**src/hw/ods_cfg.svh**
```systemverilog
`ifndef ODS_CFG_SVH
`define ODS_CFG_SVH
`define ODS_CODE_MAX 5'h0D
`define ODS_LEVEL_DUP_LO 6'h20
`define ODS_LEVEL_DUP_HI 6'h2F
`define ODS_LEVEL_FOLD 6'h1F
`define ODS_SETTLE_NS 2000
`define ODS_CLK_NS 20
`define ODS_SETTLE_CYC ((`ODS_SETTLE_NS + `ODS_CLK_NS - 1) / `ODS_CLK_NS)
`define ODS_CAL_CYC 64
`endif

```
**src/hw/ods_pkg.sv**
```systemverilog
package ods_pkg;
  typedef enum logic [1:0] {ODS_SEL_DIV, ODS_SEL_VCO, ODS_SEL_SYSREF, ODS_SEL_OFF} ods_sel_t;
  typedef enum logic [1:0] {ODS_PH_IDLE, ODS_PH_CAL, ODS_PH_SETTLE, ODS_PH_MOD} ods_phase_t;
endpackage

```
**src/hw/ods_if.sv**
```systemverilog
`timescale 1ns/1ps
interface ods_if;
  import ods_pkg::*;
  logic [4:0] chan_div_code;
  ods_sel_t out_a_select;
  ods_sel_t out_b_select;
  logic [5:0] out_a_level_code;
  logic [5:0] out_b_level_code;
  logic pd_bit;
  logic cal_pin;
  logic cal_start_bit;
  logic phase_sync_en;
  logic align_pin_mask;
  logic sync_pin;
  logic frac_mode;
  logic [7:0] modulator_reset_count;
  logic phase_aligned;
  logic powered_down;
  modport dev (input chan_div_code, out_a_select, out_b_select, out_a_level_code, out_b_level_code, pd_bit,
    cal_pin, cal_start_bit, phase_sync_en, align_pin_mask, sync_pin, frac_mode, modulator_reset_count,
    output phase_aligned, powered_down);
  modport host (output chan_div_code, out_a_select, out_b_select, out_a_level_code, out_b_level_code, pd_bit,
    cal_pin, cal_start_bit, phase_sync_en, align_pin_mask, sync_pin, frac_mode, modulator_reset_count,
    input phase_aligned, powered_down);
endinterface

```
**src/hw/ods_device.sv**
```systemverilog
`timescale 1ns/1ps
`include "ods_cfg.svh"
module ods_device #(
  parameter int CAL_CYC = `ODS_CAL_CYC,
  parameter int SETTLE_CYC = `ODS_SETTLE_CYC
) (
  input wire logic ref_clk_i,
  input wire logic reset_n_i,
  ods_if.dev link,
  output logic [7:0] total_ratio_o,
  output logic [1:0] div_stage_first_o,
  output logic [1:0] div_stage_second_o,
  output logic [3:0] div_stage_third_o,
  output logic [2:0] div_stage_fourth_o,
  output logic code_valid_o,
  output logic div_powered_o,
  output logic [2:0] feedback_extra_div_o,
  output logic [5:0] out_a_level_o,
  output logic [5:0] out_b_level_o,
  output logic out_a_enabled_o,
  output logic out_b_enabled_o,
  output logic calibrating_o,
  output logic sync_event_o
);
  import ods_pkg::*;

  // segment table per code; first segment fixed at 2
  function automatic logic [10:0] seg_lookup(input logic [4:0] c);
    logic [10:0] r;
    r = {2'h2, 2'h1, 4'h1, 3'h1};
    unique case (c)
      5'h00: r = {2'h2, 2'h1, 4'h1, 3'h1};
      5'h01: r = {2'h2, 2'h2, 4'h1, 3'h1};
      5'h02: r = {2'h2, 2'h3, 4'h1, 3'h1};
      5'h03: r = {2'h2, 2'h2, 4'h2, 3'h1};
      5'h04: r = {2'h2, 2'h3, 4'h2, 3'h1};
      5'h05: r = {2'h2, 2'h2, 4'h4, 3'h1};
      5'h06: r = {2'h2, 2'h3, 4'h4, 3'h1};
      5'h07: r = {2'h2, 2'h2, 4'h8, 3'h1};
      5'h08: r = {2'h2, 2'h3, 4'h8, 3'h1};
      5'h09: r = {2'h2, 2'h2, 4'h8, 3'h2};
      5'h0A: r = {2'h2, 2'h3, 4'h6, 3'h2};
      5'h0B: r = {2'h2, 2'h3, 4'h8, 3'h2};
      5'h0C: r = {2'h2, 2'h2, 4'h8, 3'h4};
      5'h0D: r = {2'h2, 2'h3, 4'h8, 3'h4};
      default: r = {2'h2, 2'h1, 4'h1, 3'h1};
    endcase
    return r;
  endfunction

  // level codes in the duplicate band act as the top of the lower band
  function automatic logic [5:0] level_fold(input logic [5:0] v);
    return (v >= `ODS_LEVEL_DUP_LO && v <= `ODS_LEVEL_DUP_HI) ? `ODS_LEVEL_FOLD : v;
  endfunction

  wire [10:0] segs = seg_lookup(link.chan_div_code);
  wire [1:0] s0 = segs[10:9];
  wire [1:0] s1 = segs[8:7];
  wire [3:0] s2 = segs[6:3];
  wire [2:0] s3 = segs[2:0];
  wire [13:0] ratio_full = 14'(s0) * 14'(s1) * 14'(s2) * 14'(s3);
  wire [7:0] ratio = ratio_full[7:0];
  wire valid = link.chan_div_code <= `ODS_CODE_MAX;
  wire a_div = link.out_a_select == ODS_SEL_DIV;
  wire b_div = link.out_b_select == ODS_SEL_DIV || link.out_b_select == ODS_SEL_SYSREF;
  // the divider's own powerdown is deliberately not an input here
  wire next_div_pwr = a_div || b_div;
  wire both_direct = link.out_a_select == ODS_SEL_VCO && link.out_b_select == ODS_SEL_VCO;
  // every ratio divisible by three has a second segment of three
  wire by_three = s1 == 2'h3;
  wire three_excl = by_three && ratio != 8'h18 && ratio != 8'hC0;
  // the extra divide matters only while phase sync is on
  wire [2:0] extra_used = three_excl ? 3'h6 : 3'h4;
  wire [2:0] next_extra = (!link.phase_sync_en || both_direct) ? 3'h1 : extra_used;
  // pin low or bit high is enough on its own to power down
  wire pd_now = link.pd_bit || !link.cal_pin;

  logic pd_q;
  logic cal_q;
  logic en_q;
  logic pin_q;
  logic pin_rs;
  ods_phase_t ph;
  logic [15:0] cnt;

  // software edge on the enable bit, or the reclocked pin edge when unmasked
  wire pin_rise = pin_rs && !pin_q;
  wire soft_edge = link.phase_sync_en && !en_q;
  // a pin edge counts only while sync is on and the pin is unmasked
  wire pin_edge = link.phase_sync_en && !link.align_pin_mask && pin_rise;
  wire sync_ev = soft_edge || pin_edge;
  // a held calibration bit must not restart the sequence every cycle
  wire cal_req = link.cal_start_bit && !cal_q && !pd_now;

  always_ff @(posedge ref_clk_i or negedge reset_n_i) begin
    if (!reset_n_i) begin
      pd_q <= 1'b0;
      cal_q <= 1'b0;
      en_q <= 1'b0;
      pin_rs <= 1'b0;
      pin_q <= 1'b0;
    end else begin
      pd_q <= pd_now;
      cal_q <= link.cal_start_bit;
      en_q <= link.phase_sync_en;
      pin_rs <= link.sync_pin;
      pin_q <= pin_rs;
    end
  end

  // alignment sequence; powerdown aborts and a fresh calibration restarts it
  always_ff @(posedge ref_clk_i or negedge reset_n_i) begin
    if (!reset_n_i) begin
      ph <= ODS_PH_IDLE;
      cnt <= 16'h0000;
      link.phase_aligned <= 1'b0;
    end else if (pd_now) begin
      ph <= ODS_PH_IDLE;
      cnt <= 16'h0000;
      link.phase_aligned <= 1'b0;
    end else if (sync_ev || cal_req) begin
      ph <= ODS_PH_CAL;
      cnt <= 16'h0000;
      link.phase_aligned <= 1'b0;
    end else begin
      unique case (ph)
        ODS_PH_IDLE: cnt <= 16'h0000;
        ODS_PH_CAL: begin
          cnt <= (cnt == 16'(CAL_CYC - 1)) ? 16'h0000 : cnt + 16'h0001;
          if (cnt == 16'(CAL_CYC - 1)) ph <= ODS_PH_SETTLE;
        end
        ODS_PH_SETTLE: begin
          cnt <= (cnt == 16'(SETTLE_CYC - 1)) ? 16'h0000 : cnt + 16'h0001;
          if (cnt == 16'(SETTLE_CYC - 1)) begin
            ph <= link.frac_mode ? ODS_PH_MOD : ODS_PH_IDLE;
            link.phase_aligned <= !link.frac_mode && link.phase_sync_en;
          end
        end
        ODS_PH_MOD: begin
          cnt <= cnt + 16'h0001;
          if (cnt >= {8'h00, link.modulator_reset_count}) begin
            ph <= ODS_PH_IDLE;
            cnt <= 16'h0000;
            link.phase_aligned <= link.phase_sync_en;
          end
        end
      endcase
    end
  end

  // ratio and stages are registered together so they never disagree for a cycle
  always_ff @(posedge ref_clk_i or negedge reset_n_i) begin
    if (!reset_n_i) begin
      total_ratio_o <= 8'h02;
      div_stage_first_o <= 2'h2;
      div_stage_second_o <= 2'h1;
      div_stage_third_o <= 4'h1;
      div_stage_fourth_o <= 3'h1;
      code_valid_o <= 1'b1;
      feedback_extra_div_o <= 3'h1;
    end else begin
      total_ratio_o <= ratio;
      div_stage_first_o <= s0;
      div_stage_second_o <= s1;
      div_stage_third_o <= s2;
      div_stage_fourth_o <= s3;
      code_valid_o <= valid;
      feedback_extra_div_o <= next_extra;
    end
  end

  // the divider's supply follows the selections only, but powerdown still wins
  always_ff @(posedge ref_clk_i or negedge reset_n_i) begin
    if (!reset_n_i) begin
      div_powered_o <= 1'b0;
      sync_event_o <= 1'b0;
    end else begin
      div_powered_o <= next_div_pwr && !pd_now;
      sync_event_o <= sync_ev && !pd_now;
    end
  end

  // level is folded and output enable gated by powerdown before registering; nothing here touches the loop
  for (genvar g = 0; g < 2; g++) begin : g_out
    wire [5:0] code_in = (g == 0) ? link.out_a_level_code : link.out_b_level_code;
    wire off_in = (g == 0) ? link.out_a_select == ODS_SEL_OFF : link.out_b_select == ODS_SEL_OFF;
    wire [5:0] next_level = level_fold(code_in);
    wire next_enabled = !off_in && !pd_now;
    logic [5:0] level_q;
    logic enabled_q;

    always_ff @(posedge ref_clk_i or negedge reset_n_i) begin
      if (!reset_n_i) begin
        level_q <= 6'h00;
        enabled_q <= 1'b0;
      end else begin
        level_q <= next_level;
        enabled_q <= next_enabled;
      end
    end
  end

  assign out_a_level_o = g_out[0].level_q;
  assign out_b_level_o = g_out[1].level_q;
  assign out_a_enabled_o = g_out[0].enabled_q;
  assign out_b_enabled_o = g_out[1].enabled_q;
  // status reuses the powerdown flop instead of keeping a second copy
  assign link.powered_down = pd_q;
  assign calibrating_o = ph == ODS_PH_CAL;
endmodule

```
**src/flat_wrapper.sv**
```systemverilog
// flat-port wrapper written by rule: the top's interface ports become plain ports
module ods_device_flat import ods_pkg::*;
#(
  parameter int CAL_CYC = `ODS_CAL_CYC,
  parameter int SETTLE_CYC = `ODS_SETTLE_CYC
)
  (ref_clk_i, reset_n_i, total_ratio_o, div_stage_first_o, div_stage_second_o, div_stage_third_o, div_stage_fourth_o, code_valid_o, div_powered_o, feedback_extra_div_o, out_a_level_o, out_b_level_o, out_a_enabled_o, out_b_enabled_o, calibrating_o, sync_event_o, link_chan_div_code, link_out_a_select, link_out_b_select, link_out_a_level_code, link_out_b_level_code, link_pd_bit, link_cal_pin, link_cal_start_bit, link_phase_sync_en, link_align_pin_mask, link_sync_pin, link_frac_mode, link_modulator_reset_count, link_phase_aligned, link_powered_down);
  ods_if link_i ();
  input wire logic ref_clk_i;
  input wire logic reset_n_i;
  output logic [7:0] total_ratio_o;
  output logic [1:0] div_stage_first_o;
  output logic [1:0] div_stage_second_o;
  output logic [3:0] div_stage_third_o;
  output logic [2:0] div_stage_fourth_o;
  output logic code_valid_o;
  output logic div_powered_o;
  output logic [2:0] feedback_extra_div_o;
  output logic [5:0] out_a_level_o;
  output logic [5:0] out_b_level_o;
  output logic out_a_enabled_o;
  output logic out_b_enabled_o;
  output logic calibrating_o;
  output logic sync_event_o;
  input wire logic [$bits(link_i.chan_div_code)-1:0] link_chan_div_code;
  input wire logic [$bits(link_i.out_a_select)-1:0] link_out_a_select;
  input wire logic [$bits(link_i.out_b_select)-1:0] link_out_b_select;
  input wire logic [$bits(link_i.out_a_level_code)-1:0] link_out_a_level_code;
  input wire logic [$bits(link_i.out_b_level_code)-1:0] link_out_b_level_code;
  input wire logic [$bits(link_i.pd_bit)-1:0] link_pd_bit;
  input wire logic [$bits(link_i.cal_pin)-1:0] link_cal_pin;
  input wire logic [$bits(link_i.cal_start_bit)-1:0] link_cal_start_bit;
  input wire logic [$bits(link_i.phase_sync_en)-1:0] link_phase_sync_en;
  input wire logic [$bits(link_i.align_pin_mask)-1:0] link_align_pin_mask;
  input wire logic [$bits(link_i.sync_pin)-1:0] link_sync_pin;
  input wire logic [$bits(link_i.frac_mode)-1:0] link_frac_mode;
  input wire logic [$bits(link_i.modulator_reset_count)-1:0] link_modulator_reset_count;
  output wire logic [$bits(link_i.phase_aligned)-1:0] link_phase_aligned;
  output wire logic [$bits(link_i.powered_down)-1:0] link_powered_down;
  assign link_i.chan_div_code = link_chan_div_code;
  assign link_i.out_a_select = link_out_a_select;
  assign link_i.out_b_select = link_out_b_select;
  assign link_i.out_a_level_code = link_out_a_level_code;
  assign link_i.out_b_level_code = link_out_b_level_code;
  assign link_i.pd_bit = link_pd_bit;
  assign link_i.cal_pin = link_cal_pin;
  assign link_i.cal_start_bit = link_cal_start_bit;
  assign link_i.phase_sync_en = link_phase_sync_en;
  assign link_i.align_pin_mask = link_align_pin_mask;
  assign link_i.sync_pin = link_sync_pin;
  assign link_i.frac_mode = link_frac_mode;
  assign link_i.modulator_reset_count = link_modulator_reset_count;
  assign link_phase_aligned = link_i.phase_aligned;
  assign link_powered_down = link_i.powered_down;
  ods_device #(.CAL_CYC(CAL_CYC), .SETTLE_CYC(SETTLE_CYC)) u_core (.ref_clk_i(ref_clk_i), .reset_n_i(reset_n_i), .link(link_i), .total_ratio_o(total_ratio_o), .div_stage_first_o(div_stage_first_o), .div_stage_second_o(div_stage_second_o), .div_stage_third_o(div_stage_third_o), .div_stage_fourth_o(div_stage_fourth_o), .code_valid_o(code_valid_o), .div_powered_o(div_powered_o), .feedback_extra_div_o(feedback_extra_div_o), .out_a_level_o(out_a_level_o), .out_b_level_o(out_b_level_o), .out_a_enabled_o(out_a_enabled_o), .out_b_enabled_o(out_b_enabled_o), .calibrating_o(calibrating_o), .sync_event_o(sync_event_o));
endmodule
```
**config.mk**
```make
export PLATFORM = sky130hd
export DESIGN_NAME = ods_device_flat
export DESIGN_NICKNAME = d
export VERILOG_FILES = /design/src/hw/ods_pkg.sv /design/src/hw/ods_if.sv /design/src/hw/ods_device.sv /design/src/flat_wrapper.sv
export VERILOG_INCLUDE_DIRS = /design/src /design/src/hw
export SDC_FILE = /design/constraint.sdc
export NUM_CORES = 1
export LEC_CHECK = 0
export BUFFER_PORTS_ARGS = -buffer_cell sky130_fd_sc_hd__buf_2
export CAP_MARGIN = 20
export CELL_PAD_IN_SITES_DETAIL_PLACEMENT = 0
export CELL_PAD_IN_SITES_GLOBAL_PLACEMENT = 1
export CORE_UTILIZATION = 41
export DETAILED_ROUTE_END_ITERATION = 10
export GPL_TIMING_DRIVEN = 0
export HOLD_SLACK_MARGIN = 0.02
export MAX_ROUTING_LAYER = met4
export PLACE_DENSITY = 0.88
export SLEW_MARGIN = 10
export SYNTH_ARGS = -nofsm -noshare
export SYNTH_HDL_FRONTEND = slang
export SYNTH_SLANG_ARGS = --single-unit
```
**constraint.sdc**
```tcl
create_clock -name ref_clk_i -period 2.5 [get_ports ref_clk_i]
set_input_delay 0 -clock ref_clk_i [delete_from_list [all_inputs] [get_ports ref_clk_i]]
set_output_delay 0 -clock ref_clk_i [all_outputs]
set_load 0.01 [all_outputs]
```
# Word-level counts from Yosys, hierarchy flattened
# Memory sizes are Yosys's and may differ from the RTL's.
# Index checks and enable logic that the tools add are counted.
[word_totals]
input_bits = 38
mem_bits_ro = 144
register_bits = 63
wordCells = 110
n_memories = 1
output_inout_bits = 42
[memory_table]
columns = ["name", "words", "word_bits", "rd", "rd_clocked_by_memory_dff", "write_ports", "line_no", "source"]
rows = [
  ["(no name shown)", 16, 9, 1, 0, 0, "ods_device.sv:31", "unique case (c)"],
]
[classes]
multipliers = 3
n_reduce_logical = 39
n_lt_le_gt_ge = 6
add_sub_neg = 1
eq_ne = 16
n_mux = 23
[ops]
columns = ["op", "n"]
rows = [
  ["16-bit 2-to-1 mux", 5],
  ["16-bit one-hot mux with 4 select lines", 1],
  ["16-bit by 1-bit adder with 16-bit output, second input constant", 1],
  ["16-bit by 6-bit == test with 1-bit output, second input constant", 1],
  ["16-bit by 7-bit == test with 1-bit output, second input constant", 1],
  ["16-bit by 8-bit >= comparator with 1-bit output", 1],
  ["1-bit logical AND", 16],
  ["2-bit 2-to-1 mux", 7],
  ["2-bit == test, second input constant", 6],
  ["6-bit >= comparator, second input constant", 2],
  ["6-bit less-or-equal comparator, second input constant", 2],
  ["6-bit 2-to-1 mux", 2],
  ["4-bit by 1-bit inequality test with 1-bit output, second input constant", 3],
  ["11-bit 2-to-1 mux", 1],
  ["1-bit zero test", 10],
  ["4-bit by 4-bit multiplier with 8-bit output", 1],
  ["8-bit by 3-bit multiplier with 8-bit output", 1],
  ["8-bit by 5-bit inequality test with 1-bit output, second input constant", 1],
  ["8-bit inequality test, second input constant", 1],
  ["2-bit by 1-bit == test with 1-bit output, second input constant", 3],
  ["2-bit zero test", 3],
  ["1-bit logical OR", 6],
  ["2-bit one-hot mux with 3 select lines", 1],
  ["5-bit by 4-bit less-or-equal comparator with 1-bit output, second input constant", 1],
  ["other kinds (8)", 11],
]

# Longest topological paths before layout
# An unclocked memory read counts as a cell.
[depth]
ltp_word = 10
depth_mapped = 19
ltp_nobuf = 19

# Least setup slack after synthesis
# Ideal clock, no wire load.
[synth_timing]
kind = "in2reg"
start = "input port link_chan_div_code[0]"
end = "register u_core.feedback_extra_div_o[1]"
t_required_ps = 2389
path_stages = 18
t_arrival_ps = 4170
setup_slack_ps = -1781
path_buffers = 0
setup_time_ps = 111
path_cell_list = "inv_1 > ha_1 > mux2i_1 > a211oi_1 > inv_1 > and2_1 > ha_1 > ha_1 > ha_1 > nand2_1 > fa_1 > inv_1 > fa_1 > a21o_1 > a21oi_1 > xnor3_2 > mux2i_1 > a2111oi_2"
[synth_between]
elab_chain_cells = 10
elab_cells_between_ends = 12
classes_between = "mul: 3; eq/ne: 3; mux: 3; reduce/logical: 2; memory: 1"
[synth_rtl]
columns = ["element", "line_no", "source"]
rows = [
  ["start: declaration", "flat_wrapper.sv:25", "input wire logic [$bits(link_i.chan_div_code)-1:0] link_chan_div_code;"],
  ["memory 16 x 9 bit (*)", "-", ""],
  ["11-bit 2-to-1 mux (*)", "ods_device.sv:31", ""],
  ["via u_core.segs[7]", "ods_device.sv:56", "wire [10:0] segs = seg_lookup(link.chan_div_code);"],
  ["2-bit by 2-bit multiplier with 4-bit output (*)", "ods_device.sv:61", "wire [13:0] ratio_full = 14'(s0) * 14'(s1) * 14'(s2) * 14'(s3);"],
  ["4-bit by 4-bit multiplier with 8-bit output (*)", "ods_device.sv:61", ""],
  ["8-bit by 3-bit multiplier with 8-bit output (*)", "ods_device.sv:61", ""],
  ["via u_core.ratio[7]", "ods_device.sv:62", "wire [7:0] ratio = ratio_full[7:0];"],
  ["8-bit by 5-bit inequality test with 1-bit output", "ods_device.sv:71", "wire three_excl = by_three && ratio != 8'h18 && ratio != 8'hC0;"],
  ["1-bit logical AND", "ods_device.sv:71", ""],
  ["1-bit logical AND (*)", "ods_device.sv:71", ""],
  ["2-bit 2-to-1 mux (*)", "ods_device.sv:73", "wire [2:0] extra_used = three_excl ? 3'h6 : 3'h4;"],
  ["3-bit 2-to-1 mux (*)", "ods_device.sv:74", "wire [2:0] next_extra = (!link.phase_sync_en || both_direct) ? 3'h1 : extra_used;"],
  ["via u_core.next_extra[1]", "ods_device.sv:74", ""],
  ["end signal: assignment", "ods_device.sv:168", "feedback_extra_div_o <= next_extra;"],
  ["end: declaration", "ods_device.sv:17", "output logic [2:0] feedback_extra_div_o,"],
]
# Mark *: on every way through the listed nets, which the timed path passes. The rest lies on a longest branch.
# A chain may end at the register's enable or synchronous reset.

# Final worst setup path
# Same ends and word-level chain as after synthesis.

==> results.ini <==
[run_status]
status = complete, but fails checks
violations = setup timing

[synth]
synthTopCellsByCount = dfrtp_1, nor2_1, ha_1
synthDistinctLibCells = 50
synthFlopType = dfrtp_1
synth_area_sq_um = 3260
synth_top_cell_by_area = dfrtp_1
syn_avg_cell_area_sq_um = 10.5
netlist_top_cells_area = dfrtp_1, ha_1, dfstp_2
synth_async_sr_flop_share = 1.00
synth_warnings = 0
ys_seq_area_frac = 0.463
syn_inst = 311
ys_ff_latch = 60
synth-edff-count = 0
synth_top_area_share = 0.415
synth.most_common_cell = dfrtp_1

[drt]
first_pass_iters = 4
wl_microns = 7380
drt_iter0_markers = 129
drc = 0
wire_per_inst_microns = 13.2
vias = 2655
drt-vias-per-instance = 4.73
postRouteAntennaNets = 0

[global_route]
grt-ovfl-total = 0
grt_pass1_wl_microns = 12200
antenna_found_initial = 0
grt_pass1_vias = 2632
grt_max_degree = 61
track_usage = 0.197

[power]
vdd_drop_max_mv = 0.203
p_leak_uw = 0.00230
powerDensity_nw_per_um2 = 452

[die]
die_h_microns = 91.1
fp.dieW_microns = 91.1
core_area_sq_um = 7690
initial_core_util = 0.424
dieArea_sq_um = 8300
ioPinCount = 80
num_rows = 32

[place]
placed_cell_area_sq_um = 3940
hpwl_microns = 4840
routabilityCongestion = 0.803
io_buffers = 75

[setup_path]
critPathRequiredTime_ns = 2.74
cp_data_arrival_time_ns = 3.65
critPathMaxStageDelay_ns = 0.52
critPathMostFrequentCell = ha_4
crit_type = input port to flop
cp-end-kind = flop
worstSetupStartpointType = input port
critPathSlowestCell = fa_1
worst-path-max-fanout = 4
crit_chain = buf_12 > clkinv_8 > ha_4 > mux2i_1 > a211oi_2 > inv_2 > and2_4 > ha_4 > ha_4 > ha_4 > nand2_4 > fa_1 > inv_2 > fa_2 > a21o_1 > a21oi_2 > xnor3_2 > mux2i_1 > a2111oi_2

[cells_and_area]
antenna-diode-count = 0
syn2layout_area_growth_pct = 46.4
drive_above_1_share = 0.394
nNetsFinal = 526
finalInstanceArea_sq_um = 4770

[timing]
layout_setup_ws_ns = -0.911
layout_min_cycle_time_ns = 3.41
post-route-period-util = 1.36
holdWs_ns = 0.0583
max_freq_mhz = 293
maxSlewHeadroom = 0.501
skew_ns = 0.00417
rsz0062_at_grt = yes
tightest_slew_ns = 0.749
slew_violations = 0
final-hold-violation-count = 0
setup_viol = 5

[clocking]
cts_made_buffers = 9
htreeDepth = 3
clkTransAtPathRegs_ns = 0.07
clockBufferDepth = 2
clk-insertion-delay-late_ns = 0.34
ctsRootBufferMaster = clkbuf_8
cts_tree = yes
clkSinkCount = 60

[hold_path]
hp-class = input port to flop

[flow_run]
drv_cap = 0

[sequential cells by signal (all words and copies together), names as in the netlist, 3 cells and up]
name	count
u_core.div_stage_third_o	4
u_core.total_ratio_o	7
u_core.out_a_level_o	6
u_core.div_stage_fourth_o	3
u_core.out_b_level_o	6
u_core.feedback_extra_div_o	3
u_core.cnt	16
[critical path, delay by kind of cell]
kind,cells,cell delay (ns)
AOI/OAI and AO/OA,4,0.87
muxes,2,0.23
xor gates and xnor gates,1,0.30
buffers and inverters,4,0.30
adders and majority gates,6,1.75
and+or+nand+nor,2,0.19
[through the flow]
| step | setup slack (ns) | setup TNS (ns) | utilization | total power (uW) | instances |
|---|---|---|---|---|---|
| after floorplan | -0.987 | -2.31 | - | 1220 | 314 |
| after global placement | -1.58 | -5.49 | 0.513 | 1340 | 491 |
| after detailed placement | -1.63 | -5.77 | 0.513 | 1350 | 491 |
| after CTS | -0.907 | -2.10 | 0.606 | 2150 | 554 |
| after global routing | -1.06 | -2.60 | 0.620 | 2260 | 561 |
| final | -0.911 | -2.08 | 0.620 | 2150 | 561 |
[per-layer routing]
layer	up-vias	GRT usage	share of wire
li1	1315	-	-
met1	1266	0.236	0.45
met2	63	0.318	0.50
met3	11	0.0452	0.037
met4	0	0.0847	0.019
met5	-	-	0
[report_power, final]
group	leakage, uW	internal [uW]	total (uW)	switching, uW
clock network	0.0000779	348	726	378
registers	0.000755	1020	1030	11.9
logic	0.00146	200	397	196
[worst paths after layout]
kind                                             from                              to  slack [ns]  cells after the start
worst max-delay path            link_chan_div_code[0]  u_core.feedback_extra_div_o[1]       -0.91                     19
worst max register to register         u_core.cnt[12]                  u_core.cnt[11]        0.27                      8
max in group asynchronous                   reset_n_i         u_core.out_b_level_o[5]        1.73                      2
worst min-delay path                     link_cal_pin        u_core.link.powered_down        0.06                      3
worst min register to register          u_core.pin_rs                    u_core.pin_q        0.38                      0
min in group asynchronous                   reset_n_i       u_core.link.phase_aligned        0.27                      2
[timing repair]
action	CTS	global route
gates resized for setup	24	20
setup endpoints to repair	6	5
endpoints found under the hold margin	81	0
buffers inserted	15	9
pin swaps	10	10
cloned	1	0
hold buffers	32	0
[layout by cell type, fill, tap and decap left out, types with 8 or more instances in the layout]
cell type / instances
inv_1: 20
ha_4: 11
nand2_1: 19
nand2b_1: 13
nor2_1: 30
dfrtp_1: 54
nor3_1: 8
buf_4: 22
dlygate4sd3_1: 32
xor2_1: 10
ha_1: 15
clkbuf_8: 9
buf_2: 75
[layout make-up]
cell class	count	area, sq um
multi-input cells	220	1870
flip-flops and latches	60	1510
repair buffers	130	917
clock buffers	10	128
well taps	102	128
clock inverters	5	30.0
fillers	670	2920
plain buffers	9	66.3
inverters	25	119
[cells by family (layout without fill, tap and decap cells)]
group                    after synthesis  after routing  share of synthesized area
XOR/XNOR                              20             20                     0.0584
buffers and inverters                 34            179                     0.0480
AND/OR/NAND/NOR                      121            121                      0.198
other                                  2              5                    0.00231
adder cells (fa/ha/maj)               33             33                      0.138
flip-flops                            60             60                      0.463
AO/OA/AOI/OAI                         38             38                     0.0826
multiplexers                           3              3                    0.00922
No activity file was read; power rests on OpenSTA's default activity.
